[config.mk]
export PLATFORM = sky130hd
export DESIGN_NAME = adc_result_regs
export DESIGN_NICKNAME = d
export VERILOG_FILES = /design/src/adc_regs_pkg.sv /design/src/adc_result_regs.sv /design/src/adc_result_fifo.sv
export VERILOG_INCLUDE_DIRS = /design/src /design/src/src
export SDC_FILE = /design/constraint.sdc
export NUM_CORES = 1
export LEC_CHECK = 0
export BUFFER_PORTS_ARGS = -buffer_cell sky130_fd_sc_hd__buf_2
export CORE_MARGIN = 2
export CORE_UTILIZATION = 61
export CTS_CLUSTER_DIAMETER = 80
export CTS_CLUSTER_SIZE = 25
export DETAILED_ROUTE_END_ITERATION = 8
export PLACE_DENSITY_LB_ADDON = 0.12
export SLEW_MARGIN = 40
export SYNTH_ARGS = -nofsm -noshare
export SYNTH_HDL_FRONTEND = slang
export SYNTH_SLANG_ARGS = --single-unit
[constraint.sdc]
create_clock -name clk -period 4.06 [get_ports clk]
set_input_delay 0.406 -clock clk [delete_from_list [all_inputs] [get_ports clk]]
set_output_delay 0.406 -clock clk [all_outputs]
set_load 0.05 [all_outputs]
[src/adc_regs_defines.svh]
// register offsets, field positions, reset values and encodings
`ifndef ADC_REGS_DEFINES_SVH
`define ADC_REGS_DEFINES_SVH
`define ADDR_W 14
`define OFS_RESULT_HIGH 14'h0004
`define OFS_RESULT_LOW 14'h0005
`define OFS_CMP_HIGH 14'h0006
`define OFS_CMP_LOW 14'h0007
`define OFS_PIN_DIS_LOW 14'h309C
`define OFS_PIN_DIS_HIGH 14'h309D
`define RST_BYTE 8'h00
`define RST_RESULT 12'h000
`define HIGH_NIBBLE_MASK 8'h0F
`define FIFO_DEPTH 8
`define MODE_8BIT 2'h0
`define DEPTH_OFF 3'h0
`endif

[src/adc_regs_pkg.sv]
// types shared by the result, compare and pin control logic
package adc_regs_pkg;
  // software register port
  typedef struct packed {
    logic [13:0] addr;
    logic [7:0] wdata;
    logic wr;
    logic rd;
  } bus_req_t;
  // finished conversion from the converter core
  typedef struct packed {
    logic done;
    logic [11:0] value;
  } conv_t;
  // converter configuration from the control registers
  typedef struct packed {
    logic compare_enable;
    logic [1:0] mode;
    logic [2:0] fifo_depth_select;
    logic chan_push;
  } cfg_t;
  // pin steering outputs
  typedef struct packed {
    logic [15:0] pin_disable;
    logic [15:0] pullup_off;
    logic [15:0] in_buf_off;
  } pin_ctl_t;
endpackage

[src/adc_result_regs.sv]
// result, compare and analog pin control registers of the converter
`timescale 1ns/10ps
`include "adc_regs_defines.svh"
module adc_result_regs (
  input wire logic clk,
  input wire logic nrst,
  input adc_regs_pkg::bus_req_t bus,
  output logic [7:0] rdata,
  input adc_regs_pkg::conv_t conv,
  input adc_regs_pkg::cfg_t cfg,
  input wire logic [3:0] chan_fifo_count,
  output logic start_set,
  output logic result_taken,
  output logic result_lost,
  output adc_regs_pkg::pin_ctl_t pins
);
  import adc_regs_pkg::*;
  // all block state except the result queue, which u_fifo holds
  typedef struct packed {
    logic [11:0] result;
    logic [11:0] compare;
    logic [15:0] pin_dis;
    logic blocked;
    logic [1:0] mode;
    logic [7:0] rdata;
    logic taken;
    logic lost;
  } st_t;
  st_t q, d;
  logic fifo_on, cmp_ok, in_ready, out_valid, fifo_pop, fifo_push;
  logic [11:0] fifo_data;
  logic [3:0] fifo_cnt;
  logic [3:0] depth;
  logic rd_hi, rd_lo, interlock;

  // result queue; when it is full a new result is dropped and flagged lost
  adc_result_fifo #(.W(12), .D(`FIFO_DEPTH)) u_fifo (
    .clk(clk),
    .nrst(nrst),
    .flush(!fifo_on || (cfg.mode != q.mode)),
    .in_valid(fifo_push),
    .in_ready(in_ready),
    .in_data(conv.value),
    .out_valid(out_valid),
    .out_ready(fifo_pop),
    .out_data(fifo_data),
    .count(fifo_cnt)
  );

  // decode, compare, transfer and interlock
  always_comb begin
    fifo_on = (cfg.fifo_depth_select != `DEPTH_OFF);
    depth = {1'b0, cfg.fifo_depth_select} + 4'h1;
    start_set = fifo_on && (chan_fifo_count >= depth);
    rd_hi = bus.rd && (bus.addr == `OFS_RESULT_HIGH);
    rd_lo = bus.rd && (bus.addr == `OFS_RESULT_LOW);
    interlock = (cfg.mode != `MODE_8BIT);
    // equality on both halves; gates it
    cmp_ok = !cfg.compare_enable || (conv.value == q.compare);
    fifo_push = conv.done && fifo_on && cmp_ok && !q.blocked;
    fifo_pop = rd_lo && fifo_on && out_valid;
    d = q;
    d.taken = 1'b0;
    d.lost = 1'b0;
    d.mode = cfg.mode;
    // reading high arms the lock outside 8-bit mode, reading low frees it
    if (rd_hi && interlock) begin
      d.blocked = 1'b1;
    end
    if (rd_lo || !interlock) begin
      d.blocked = 1'b0;
    end
    if (fifo_on) begin
      d.result = out_valid ? fifo_data : q.result;
      d.taken = fifo_push && in_ready;
      d.lost = conv.done && cmp_ok && (q.blocked || !in_ready);
    end else if (conv.done && cmp_ok) begin
      if (q.blocked) begin
        d.lost = 1'b1;
      end else begin
        d.result = conv.value;
        d.taken = 1'b1;
      end
    end
    if (cfg.mode != q.mode) begin
      d.result = `RST_RESULT;
      d.blocked = 1'b0;
    end
    // register writes; results are read only
    if (bus.wr) begin
      case (bus.addr)
        `OFS_CMP_HIGH: d.compare[11:8] = bus.wdata[3:0];
        `OFS_CMP_LOW: d.compare[7:0] = bus.wdata;
        `OFS_PIN_DIS_LOW: d.pin_dis[7:0] = bus.wdata;
        `OFS_PIN_DIS_HIGH: d.pin_dis[15:8] = bus.wdata;
        default: ;
      endcase
    end
    // read data, presented one cycle after the strobe
    d.rdata = `RST_BYTE;
    if (bus.rd) begin
      case (bus.addr)
        `OFS_RESULT_HIGH: d.rdata = {4'h0, q.result[11:8]};
        `OFS_RESULT_LOW: d.rdata = q.result[7:0];
        `OFS_CMP_HIGH: d.rdata = {4'h0, q.compare[11:8]};
        `OFS_CMP_LOW: d.rdata = q.compare[7:0];
        `OFS_PIN_DIS_LOW: d.rdata = q.pin_dis[7:0];
        `OFS_PIN_DIS_HIGH: d.rdata = q.pin_dis[15:8];
        default: d.rdata = `RST_BYTE;
      endcase
    end
  end

  // state register, synchronous active-low reset
  always_ff @(posedge clk) begin
    if (!nrst) begin
      q <= '0;
    end else begin
      q <= d;
    end
  end

  // outputs from flops
  always_comb begin
    rdata = q.rdata;
    result_taken = q.taken;
    result_lost = q.lost;
    pins.pin_disable = q.pin_dis;
    pins.pullup_off = q.pin_dis;
    pins.in_buf_off = q.pin_dis;
  end
endmodule

[src/adc_result_fifo.sv]
// result fifo with parameterised width and depth
`timescale 1ns/10ps
module adc_result_fifo #(
  parameter int W = 12,
  parameter int D = 8
) (
  input wire logic clk,
  input wire logic nrst,
  input wire logic flush,
  input wire logic in_valid,
  output logic in_ready,
  input wire logic [W-1:0] in_data,
  output logic out_valid,
  input wire logic out_ready,
  output logic [W-1:0] out_data,
  output logic [$clog2(D):0] count
);
  localparam int AW = $clog2(D);
  // pointer and count state in one struct; storage words kept apart
  typedef struct packed {
    logic [AW-1:0] wp;
    logic [AW-1:0] rp;
    logic [AW:0] cnt;
  } fst_t;
  fst_t q, d;
  logic [W-1:0] mem [D];  // storage words
  logic push, pop;
  // handshake is combinational, storage count honest
  always_comb begin
    in_ready = (q.cnt != (AW+1)'(D));
    out_valid = (q.cnt != '0);
    push = in_valid && in_ready;
    pop = out_valid && out_ready;
    out_data = mem[q.rp];
    count = q.cnt;
    d = q;
    if (push) begin
      d.wp = q.wp + 1'b1;
    end
    if (pop) begin
      d.rp = q.rp + 1'b1;
    end
    d.cnt = q.cnt + (AW+1)'(push) - (AW+1)'(pop);
    if (flush) begin
      d = '0;
    end
  end
  // pointer register
  always_ff @(posedge clk) begin
    if (!nrst) begin
      q <= '0;
    end else begin
      q <= d;
    end
  end
  // storage write, no reset needed for data
  always_ff @(posedge clk) begin
    if (push) begin
      mem[q.wp] <= in_data;
    end
  end
endmodule

* Word level (Yosys, flattened, before mapping)
Memory sizes are Yosys's and may differ from the RTL's. A register that Yosys moved wholly into a read port is not among the register bits.
Index checks and enable logic that the tools add are counted.
** Cells by class
- Add/sub/neg operators :: 5
- Magnitude comparators :: 1
- Equality and inequality tests :: 11
- Mux-type cells :: 13
- Bitwise logic cells :: 1
- Reduce and logical (&&, ||, !) cells :: 35
** Operators by type and width (number)
- $eq 14x3->1 const B :: 4
- $mux 12 :: 4
- $pmux 8 s6 :: 1
- $eq 14x14->1 const B :: 2
- $logic_and 1x1->1 :: 13
- $eq 12x12->1 :: 1
- $reduce_and 2->1 :: 5
- $add 3x1->3 const B :: 2
- $mux 3 :: 2
- $logic_not 1->1 :: 5
- $add 3x1->4 const B :: 1
- $add 4x1->4 :: 1
- $ge 4x4->1 :: 1
- $logic_or 1x1->1 :: 4
- $mux 1 :: 4
- $mux 2 :: 2
- $ne 2x1->1 const B :: 2
- $ne 4x4->1 const B :: 1
- $reduce_bool 2->1 :: 2
- $reduce_bool 4->1 :: 1
- $reduce_or 2->1 :: 2
- $sub 4x1->4 :: 1
- $reduce_and 3->1 :: 1
- $reduce_bool 3->1 :: 1
- other kinds (3) :: 3
** Storage, ports and cells
- Register bits :: 63
- Bits in writable memories :: 96
- Output and inout port bits :: 59
- Memories kept :: 1
** Memories
- u_fifo.mem :: words 8, width 12, read ports 1, clocked after Yosys merged registers in 1, write ports 1, RTL line adc_result_fifo.sv:26 : logic [W-1:0] mem [D];

* Depth between registers and ports, before layout
Gate-level depths: netlist (run 1).
- Depth in word-level cells :: 7
- Mapped depth :: 13
- Depth with buffers taken out :: 13

* Hierarchy
Synthesis (run 1) repeated with hierarchy kept, for this count alone.
** Second synthesis, totals
- Cell total of the unflattened synthesis :: 590
- Area total of the unflattened synthesis :: 7612.3 µm²
** By module, submodules not included
- adc_result_fifo :: times used 1, cells an instance 224, area each 4398.0 µm², seq. area each 3143.0 µm²
- adc_result_regs :: times used 1, cells an instance 366, area each 3214.3 µm², seq. area each 1061.0 µm²

* Least setup slack after synthesis (run 1)
No wires, ideal clock.
- Path type :: input to register
- Start :: in cfg[1] in the netlist's numbering
- End :: mem u_fifo.mem[0][0] (enable)
- Library setup time :: 0.396 ns
- Arrival time :: 2.347 ns
- Path slack :: 1.316 ns
- Stages on the path :: 6
- Cells stage by stage :: inv_1 -> ha_1 -> nor2b_1 -> nor4b_2 -> nand3b_1 -> nor3_1
** Between the ends
- Cells in the longest elaborated chain, start to end :: 7
** RTL lines
- from (decl) :: RTL line adc_result_regs.sv:10 : input adc_regs_pkg::cfg_t cfg,
- $reduce_bool 3->1 (no source line)
- $logic_and 1x1->1 (3 in a row) :: RTL line adc_result_regs.sv:60 : fifo_push = conv.done && fifo_on && cmp_ok && !q.blocked;
- $logic_and 1x1->1 :: RTL line adc_result_fifo.sv:32 : push = in_valid && in_ready;
- $mux 1 :: RTL line adc_result_fifo.sv:58 : if (push) begin
- $mux 1 (not written as such) :: RTL line adc_result_fifo.sv:59 : mem[q.wp] <= in_data;
- to (decl) :: RTL line adc_result_fifo.sv:26
Every way passes these cells.

* Final worst setup path (run 1)
- Start :: reg u_fifo.q, in the netlist u_fifo.count[2]
- End :: mem u_fifo.mem[2][3] (enable)
** Between the ends
- Cells in the longest elaborated chain, start to end :: 4
** RTL lines
- from (decl) :: RTL line adc_result_fifo.sv:25 : fst_t q, d;
- from (signal assigned) :: RTL line adc_result_fifo.sv:51 : q <= '0;
- from (signal assigned) :: RTL line adc_result_fifo.sv:53 : q <= d;
- $ne 4x4->1 :: RTL line adc_result_fifo.sv:30 : in_ready = (q.cnt != (AW+1)'(D));
- $logic_and 1x1->1 :: RTL line adc_result_fifo.sv:32
- $mux 1 :: RTL line adc_result_fifo.sv:58
- $mux 1 (not written as such) :: RTL line adc_result_fifo.sv:59
Every way passes these cells.

==> impl_metrics.toml, run 1 <==
[routing]
first_iter_violations = 381
via_per_inst = 5.79
wirelength_um = 15000
ant_nets = 0
post_drt_wl_per_cell_um = 19.4
drt-pass1-iter-count = 5
vias = 4479
post-route-drc-count = 0

[grt]
grt_pass1_vias = 4528
grt_use_met3_pct = 4.94
gr-max-usage-layer = "met2"
grt_start_max_net_pins = 34
grt_util_met2_pct = 41.8
grt_overflow_total = 0
groute.usage.overall_pct = 24.6
grt_use_met1_pct = 31.9
antenna_found_initial = 0
grt_pass1_wl_um = 23700

[floorplanning]
die_w_um = 114
die_area_um2 = 12900
rows = 40
die_h_um = 114
boundaryPins = 109
start_util_pct = 61.9
coreArea_um2 = 11900

[power]
net-switching-power_uw = 713
swShare_pct = 20.6
leakagePower_uw = 0.00318
combinationalPowerShare_pct = 4.2
pwr-share-clk_pct = 45.2
power.internal_uw = 2750
irDropWorstVdd_mv = 0.185
power_density_nw_per_um2 = 420
p_seq_share_pct = 50.6

[logic_synthesis]
synth_top_area_share_pct = 39.2
ys_top_cells_by_area = "edfxtp_1 39%, dfxtp_1 18%, mux4_2 7.7%, mux2i_1 6.3%, buf_4 5.8%"
synthArstFlopShare_pct = 0
netlist_instances = 555
syn_nets = 620
yosysWarnings = 0
ys_types = 50
synth-edff-count = 96
ys.flop_type = "edfxtp_1"
syn_area_per_cell_um2 = 13.2
synthesis.area_um2 = 7350
ys_seq_area_share_pct = 57.2
ys_ff_latch = 162
synth.largest_area_cell = "edfxtp_1"

[cts]
cts_buffer_depth = 2
post_cts_buffers = 0
clock_tree.root_cell = "clkbuf_16"
cts.sinks = 162
ctsResizeCount = 0
cts_tree = "built"
clk_latency_ps = 420
htreeDepth = 4
cts_hold_buf = 0
cts_buffers = 17
path_clk_slew_ps = 60

[sta]
fmax_mhz = 361
tightest_slew_ps = 837
final_max_slew_viol_count = 0
setup_viol_count_final = 0
fin_tns_setup_ps = 0
hold_viol = 0
whs_ps = 238
fin_worst_skew_ps = 7.33
slew_headroom_pct = 44.1
fin_crit_sh_pct = 68.3
period_needed_ps = 2770
rsz0062_at_grt = "false"

[outcome]
status = "completed"

[setup_path]
critPathRequiredTime_ps = 4170
crit_chain = "inv_1 -> ha_1 -> and3_1 -> nor4b_2 -> nand3b_1 -> nor2_1 -> buf_4"
path_class = "reg2reg"
critPathMaxFanout = 7
worstPathArrival_ps = 2890
crit_path_top_delay_cell = "nor4b_2"
reg2reg_slack_ps = 1290
startpoint_type = "register"
end_kind = "register"
critical_path.max_stage_delay_ps = 560

[placed_design]
io_buffer_count = 107
gp_congestion = 0.752
dp_cells = 742
postPlaceCellArea_um2 = 7640
post-dp-hpwl_um = 10100

[final_layout]
fillers = 841
layout_common_cells = "107 x buf_2, 96 x edfxtp_1, 65 x dfxtp_1, 46 x mux2i_1, 35 x nand2_1"
syn2layout_area_growth_pct = 12.0
mostFrequentLayoutCell = "buf_2"
fin_util_pct = 69.4
drive_above_1_share_pct = 30.5
finalInstanceArea_um2 = 8230
fin_nets = 679
n_antenna_cell = 0
stdcell_count = 774

[worst_hold_path]
hold_class = "in2reg"

[flow_run]
drv_cap = 0
[layer usage]
layer / vias to the layer above / part of all wire [%] / routed length [um]
li1: 2109 / - / -
met1: 2199 / 44 / 6630
met2: 149 / 50 / 7460
met3: 22 / 4.6 / 693
met4: 0 / 1.7 / 249
met5: - / 0 / 0
[logic make-up (layout without fill, tap and decap cells)]
kind of cell / after synthesis / in the layout / synth area share (%)
compound gates: 62 / 62 / 6.15
xor+xnor: 18 / 18 / 2.15
fa+ha+maj: 15 / 15 / 2.66
buf+inv: 93 / 165 / 7.84
flops: 162 / 162 / 57.2
mux: 74 / 74 / 14.4
simple gates: 131 / 131 / 9.59
[critical path, delay by kind of cell, from the launching register on]
kind / cells / cell delay (ps)
adder cells (fa/ha/maj): 1 / 200
buffers and inverters: 2 / 360
flip-flops: 1 / 300
AND/OR/NAND/NOR: 4 / 1600
[through the flow]
step	worst slack, ps	power, uW
floorplan	1320	1860
global placement	1220	1920
detailed placement	1100	1930
CTS	1270	3480
global route	1110	3560
finish	1290	3460
[area by class of cell]
cell class                      instances  area [um^2]  share of cell area [%]
Timing Repair Buffer                  119          626                    7.60
Clock inverter                          6         40.0                   0.486
Tap cell                              147          184                    2.23
Inverter                               14         52.6                   0.638
Sequential cell                       162         4210                    51.1
Clock buffer                           26          554                    6.73
Multi-Input combinational cell        300         2570                    31.2
[power groups by stage]
stage	clock network (uW)	logic, uW	registers [uW]
3_5_place_dp	0	145	1790
4_1_cts	1590	146	1750
5_1_grt	1650	161	1750
3_3_place_gp	0	140	1780
6_report	1560	146	1750
2_1_floorplan	0	76.0	1790
[registers in the layout, indices dropped and copies added, names as in the netlist, named ones only]
name	cells
u_fifo.count	4
u_fifo.q	6
rdata	8
result_lost	1
result_taken	1
u_fifo.mem	96
pins	16
q	27
[cell usage after synthesis (all sizes together) (2+ instances only)]
library cell and count:
ha 14, a21bo 2, a22oi 11, o21ai 2
clkbuf 14, nor2b 22, nand4 6, nand2 35
nor2 21, nand3 15, a21o 3, a222oi 4
a21boi 8, inv 14, a31oi 2, xor2 2
or4 2, nor3 5, and2 5, and3 7
edfxtp 96, buf 65, mux4 25, dfxtp 66
xnor2 16, mux2 3, o211ai 12, nand2b 5
mux2i 46, a21oi 13
[worst paths after layout]
check                        from          endpoint  depth (start not counted)
setup / recovery  u_fifo.count[2]  u_fifo.mem[2][3]                          7
hold / removal             cfg[4]             q[10]                          2
setup reg to reg  u_fifo.count[2]  u_fifo.mem[2][3]                          7
hold reg to reg             q[41]             q[41]                          2
Power figures use the tool's default switching activity.
==> run 2: changes to the inputs <==
--- a/config.mk
+++ b/config.mk
@@ -8,7 +8,7 @@
 export LEC_CHECK = 0
 export BUFFER_PORTS_ARGS = -buffer_cell sky130_fd_sc_hd__buf_2
 export CORE_MARGIN = 2
-export CORE_UTILIZATION = 61
+export CORE_UTILIZATION = 52
 export CTS_CLUSTER_DIAMETER = 80
 export CTS_CLUSTER_SIZE = 25
 export DETAILED_ROUTE_END_ITERATION = 8
==> constraint.sdc (replaced) <==
create_clock -name clk -period 2.35 [get_ports clk]
set_input_delay 0.235 -clock clk [delete_from_list [all_inputs] [get_ports clk]]
set_output_delay 0.235 -clock clk [all_outputs]
set_load 0.05 [all_outputs]
==> run 2 against run 1 <==
Effect of this change: clock power increased by 72%; sequential cell count did not move; hold slack lost 170 ps; die area grew 17%; combinational power grew 88%; core utilization shrank 7.7 points; non-clock buffer count rose by 28.
==> impl_metrics.toml, run 2 (synthesis results as in run 1) <==
[outcome]
status = "completed"

[setup_path]
end_kind = "register"
path_class = "reg2reg"
crit_path_top_delay_cell = "fa_1"
startpoint_type = "register"
worstPathArrival_ps = 2530
critPathMaxFanout = 3
critPathRequiredTime_ps = 2660
crit_chain = "inv_1 -> ha_1 -> a31oi_2 -> nand4_1 -> inv_1 -> ha_1 -> inv_1 -> ha_1 -> inv_1 -> fa_1 -> xor2_1 -> nor2_1"
crit_top_cell = "inv_1"
critical_path.max_stage_delay_ps = 370

[worst_hold_path]
hold_class = "in2reg"

[placed_design]
postPlaceCellArea_um2 = 7920
io_buffer_count = 107
post-dp-hpwl_um = 10800
dp_cells = 803
gp_congestion = 0.823

[sta]
tightest_slew_ps = 678
fmax_mhz = 450
hold_viol = 0
fin_worst_skew_ps = 8.20
fin_crit_sh_pct = 94.7
setup_viol_count_final = 0
slew_headroom_pct = 54.3
final_max_slew_viol_count = 0
period_needed_ps = 2220

[final_layout]
register_area_um2 = 4200
largest_reg_flops = 96
layout_common_cells = "107 x buf_2, 96 x edfxtp_1, 66 x dfxtp_1, 46 x mux2i_1, 38 x buf_4"
multi_input_area_um2 = 2590
regMostFlops = "u_fifo.mem"
fin_nets = 707
syn2layout_area_growth_pct = 16.0
drive_above_1_share_pct = 33.7
fin_util_pct = 61.6
fillers = 1077
finalInstanceArea_um2 = 8520
mostFrequentLayoutCell = "buf_2"
stdcell_count = 835
n_antenna_cell = 0

[floorplanning]
die_area_um2 = 15100
rows = 43
die_h_um = 123
coreArea_um2 = 13800
die_w_um = 123
boundaryPins = 109
start_util_pct = 53.1

[grt]
grt_pass1_vias = 4464
antenna_found_initial = 0
grt_pass1_wl_um = 23900
groute.usage.overall_pct = 21.4
grt_overflow_total = 0
grt_start_max_net_pins = 34

[cts]
clock_tree.root_cell = "clkbuf_16"
path_clk_slew_ps = 60
cts_tree = "built"
cts_buffers = 17
htreeDepth = 4
cts_hold_buf = 0
post_cts_buffers = 0
ctsResizeCount = 0
cts_buffer_depth = 2
clk_latency_ps = 420
cts.sinks = 162

[flow_run]
drv_cap = 0

[routing]
ant_nets = 0
vias = 4604
via_per_inst = 5.51
first_iter_violations = 261
post_drt_wl_per_cell_um = 18.2
drt-pass1-iter-count = 4
wirelength_um = 15200
post-route-drc-count = 0

[power]
swShare_pct = 21.4
net-switching-power_uw = 1280
pwr-share-clk_pct = 44.9
power_density_nw_per_um2 = 702
leakagePower_uw = 0.00334
power.internal_uw = 4700
p_seq_share_pct = 50.5
irDropWorstVdd_mv = 0.512
combinationalPowerShare_pct = 4.6
run 2: cell types whose count changed in the layout (fill, tap and decap cells not counted), moves of 2 or more:
cell / delta
buf_12: +2
clkbuf_8: -2
nor3_1: -2
inv_6: +2
nor3_2: +2
buf_4: +26
run 2: power by group through the flow:
stage | clock [uW] | combinational (uW) | sequential, uW
floorplan | 0 | 132 | 3090
global placement | 0 | 264 | 3080
detailed placement | 0 | 272 | 3080
CTS | 2730 | 274 | 3020
global route | 2830 | 302 | 3020
finish | 2690 | 274 | 3020
run 2: final timing paths:
kind	from	end	slack [ps]	cells after the start
worst min register to register	q[47]	q[47]	460	2
worst max register to register	u_fifo.count[2]	u_fifo.count[2]	130	12
worst max-delay path	u_fifo.count[2]	u_fifo.count[2]	130	12
worst min-delay path	cfg[4]	q[10]	60	2
run 2: cell type report:
class / instances / share of cell area (%)
flip-flops and latches: 162 / 49.3
multi-input cells: 300 / 30.4
repair buffers: 147 / 10.1
clock buffers: 22 / 6.08
well taps: 180 / 2.64
clock inverters: 10 / 0.793
inverters: 14 / 0.617
run 2: per-stage QoR:
step / total power [uW] / TNS [ps] / worst slack, ps / hold slack [ps]
after floorplan: 3220 / -2300 / -44.4 / 334
after global placement: 3350 / -36.0 / -36.0 / 445
after detailed placement: 3360 / -242 / -128 / 448
after CTS: 6030 / 0 / 66.7 / 51.4
after global routing: 6160 / -6.62 / -6.62 / 61.6
final: 5990 / 0 / 125 / 64.6
run 2: critical path, delay by kind of cell, from the launching register on:
family                   cells  cell delay (ps)
flip-flops                   1              300
AO/OA/AOI/OAI                1              190
buffers and inverters        4              270
adder cells (fa/ha/maj)      4              990
AND/OR/NAND/NOR              2              200
XOR/XNOR                     1              140
run 2: metal layers:
layer  GRT usage, %  up-vias  part of all wire, %
met5              0        -                    0
met4           7.18        0                  1.3
met3           5.25       17                  5.9
met2           35.4      148                   50
met1           27.7     2273                   43
li1               -     2166                    -
==> run 3: changes to the inputs <==
--- a/config.mk
+++ b/config.mk
@@ -8,7 +8,7 @@
 export LEC_CHECK = 0
 export BUFFER_PORTS_ARGS = -buffer_cell sky130_fd_sc_hd__buf_2
 export CORE_MARGIN = 2
-export CORE_UTILIZATION = 52
+export CORE_UTILIZATION = 57
 export CTS_CLUSTER_DIAMETER = 80
 export CTS_CLUSTER_SIZE = 25
 export DETAILED_ROUTE_END_ITERATION = 8
==> constraint.sdc (replaced) <==
create_clock -name clk -period 2.2 [get_ports clk]
set_input_delay 0.22 -clock clk [delete_from_list [all_inputs] [get_ports clk]]
set_output_delay 0.22 -clock clk [all_outputs]
set_load 0.05 [all_outputs]
==> run 3 against run 2 <==
Effect of this change: register-to-register slack worse by 98 ps; core utilization up 9.8 points; global-route usage up 2.1 points; largest cell class unchanged; largest power group unchanged.
==> impl_metrics.toml, run 3 (synthesis results as in run 1) <==
[outcome]
status = "completed"

[worst_hold_path]
whs_path_depth = 2
hold_path_end = "q[10]"
hold_class = "in2reg"
min_from = "cfg[4]"

[power]
irDropWorstVdd_mv = 0.471
power_density_nw_per_um2 = 736
leakagePower_uw = 0.00350

[setup_path]
path_class = "reg2reg"
reg2reg_slack_ps = 30
critPathRequiredTime_ps = 2500
r2r_end = "u_fifo.count[2]"
startpoint_type = "register"
worstPathArrival_ps = 2470
crit_path_start = "u_fifo.count[3]"
end_kind = "register"
critPathMaxFanout = 2
reg2reg_from = "u_fifo.count[3]"
reg2reg_depth = 12

[placed_design]
io_buffer_count = 107
post-dp-hpwl_um = 11200
dp_slack_ps = -240
gp_congestion = 0.854

[final_layout]
mostFrequentLayoutCell = "buf_2"
multi_input_area_um2 = 2720
fin_nets = 733
layout_common_cells = "107 x buf_2, 96 x edfxtp_1, 56 x dfxtp_1, 52 x buf_4, 46 x mux2i_1"
n_antenna_cell = 0
fillers = 880
register_area_um2 = 4220
drive_above_1_share_pct = 40.4
regMostFlops = "u_fifo.mem"
syn2layout_area_growth_pct = 22.7
largest_reg_flops = 96

[routing]
ant_nets = 0
post_drt_wl_per_cell_um = 19.0
first_iter_violations = 220
post-route-drc-count = 0
vias = 4716
via_per_inst = 5.53
wirelength_um = 16200
drt-pass1-iter-count = 5

[floorplanning]
coreArea_um2 = 12600
boundaryPins = 109
die_w_um = 118
start_util_pct = 58.2
rows = 41
die_h_um = 118
die_area_um2 = 13800

[grt]
grt_overflow_total = 0
grt_pass1_vias = 4676
grt_pass1_wl_um = 24900
groute.usage.overall_pct = 23.5
grt_start_max_net_pins = 29
antenna_found_initial = 0

[sta]
setup_viol_count_final = 0
hold_viol = 0
setup_ws_ps = 27.0
fin_crit_sh_pct = 98.8
slew_headroom_pct = 55.1
tightest_slew_ps = 666
rsz0062_at_grt = "true"
final_max_slew_viol_count = 0
fmax_mhz = 460
fin_worst_skew_ps = 7.02
period_needed_ps = 2170
whs_ps = 55.1

[cts]
path_clk_slew_ps = 60
cts_tree = "built"
cts_buffer_depth = 2
clock_tree.root_cell = "clkbuf_16"
htreeDepth = 4
cts_hold_buf = 0
clk_latency_ps = 420
cts_buffers = 17
cts.sinks = 162

[flow_run]
drv_cap = 0
==> run 3: report_power, final <==
group | leakage [uW] | internal [uW] | switching [uW] | total (uW)
logic | 0.00181 | 159 | 192 | 350
clock network | 0.000289 | 1890 | 1160 | 3060
registers | 0.00140 | 3220 | 5.36 | 3230
total | 0.00350 | 5280 | 1360 | 6640
==> run 3: final cells by class <==
class,count,area share [%]
clock buffers,18,4.76
multi-input cells,300,30.2
inverters,14,0.583
flip-flops and latches,162,46.8
clock inverters,14,2.07
repair buffers,173,13.2
well taps,172,2.39
==> run 3: per-stage QoR <==
step / utilization, % / area [um^2] / setup TNS [ps] / power, uW / instances
final: 71.4 / 9020 / 0 / 6640 / 853
after CTS: 69.8 / 8800 / 0 / 6640 / 843
after floorplan: - / 7400 / -307 / 3440 / 555
after global routing: 71.4 / 9020 / -292 / 6830 / 853
after detailed placement: 64.6 / 8150 / -8500 / 3610 / 809
after global placement: 64.6 / 8150 / -2390 / 3600 / 809
==> run 3: metal layers <==
| layer | global-route usage (%) | wire [um] | vias to the layer above |
|---|---|---|---|
| li1 | - | - | 2227 |
| met1 | 29.7 | 6660 | 2323 |
| met2 | 40.7 | 8500 | 148 |
| met3 | 5.04 | 863 | 18 |
| met4 | 7.15 | 181 | 0 |
| met5 | 0 | 0 | - |
==> run 3: worst max path at each step <==
stage / end / slack, ps
floorplan: u_fifo.count[2] / -120
global placement: u_fifo.count[2] / -150
detailed placement: u_fifo.count[2] / -240
CTS: u_fifo.count[2] / 8
global route: u_fifo.count[2] / -50
finish: u_fifo.count[2] / 30
==> run 3: critical path: stages, from the launching register on <==
cell and delay (ps):
dfxtp_2 340, inv_1 40, ha_2 190, a31oi_4 170
nand4_1 150, inv_1 100, ha_2 270, inv_2 60
ha_4 120, inv_1 40, fa_1 370, xor2_1 140
nor2_1 50
==> run 3: repair_timing <==
action                                  in CTS  in global routing
buffers inserted                             2                  8
gates cloned                                 0                  2
gates resized for setup                      3                 31
endpoints found under the setup margin      99                 99
pin swaps                                    2                 15
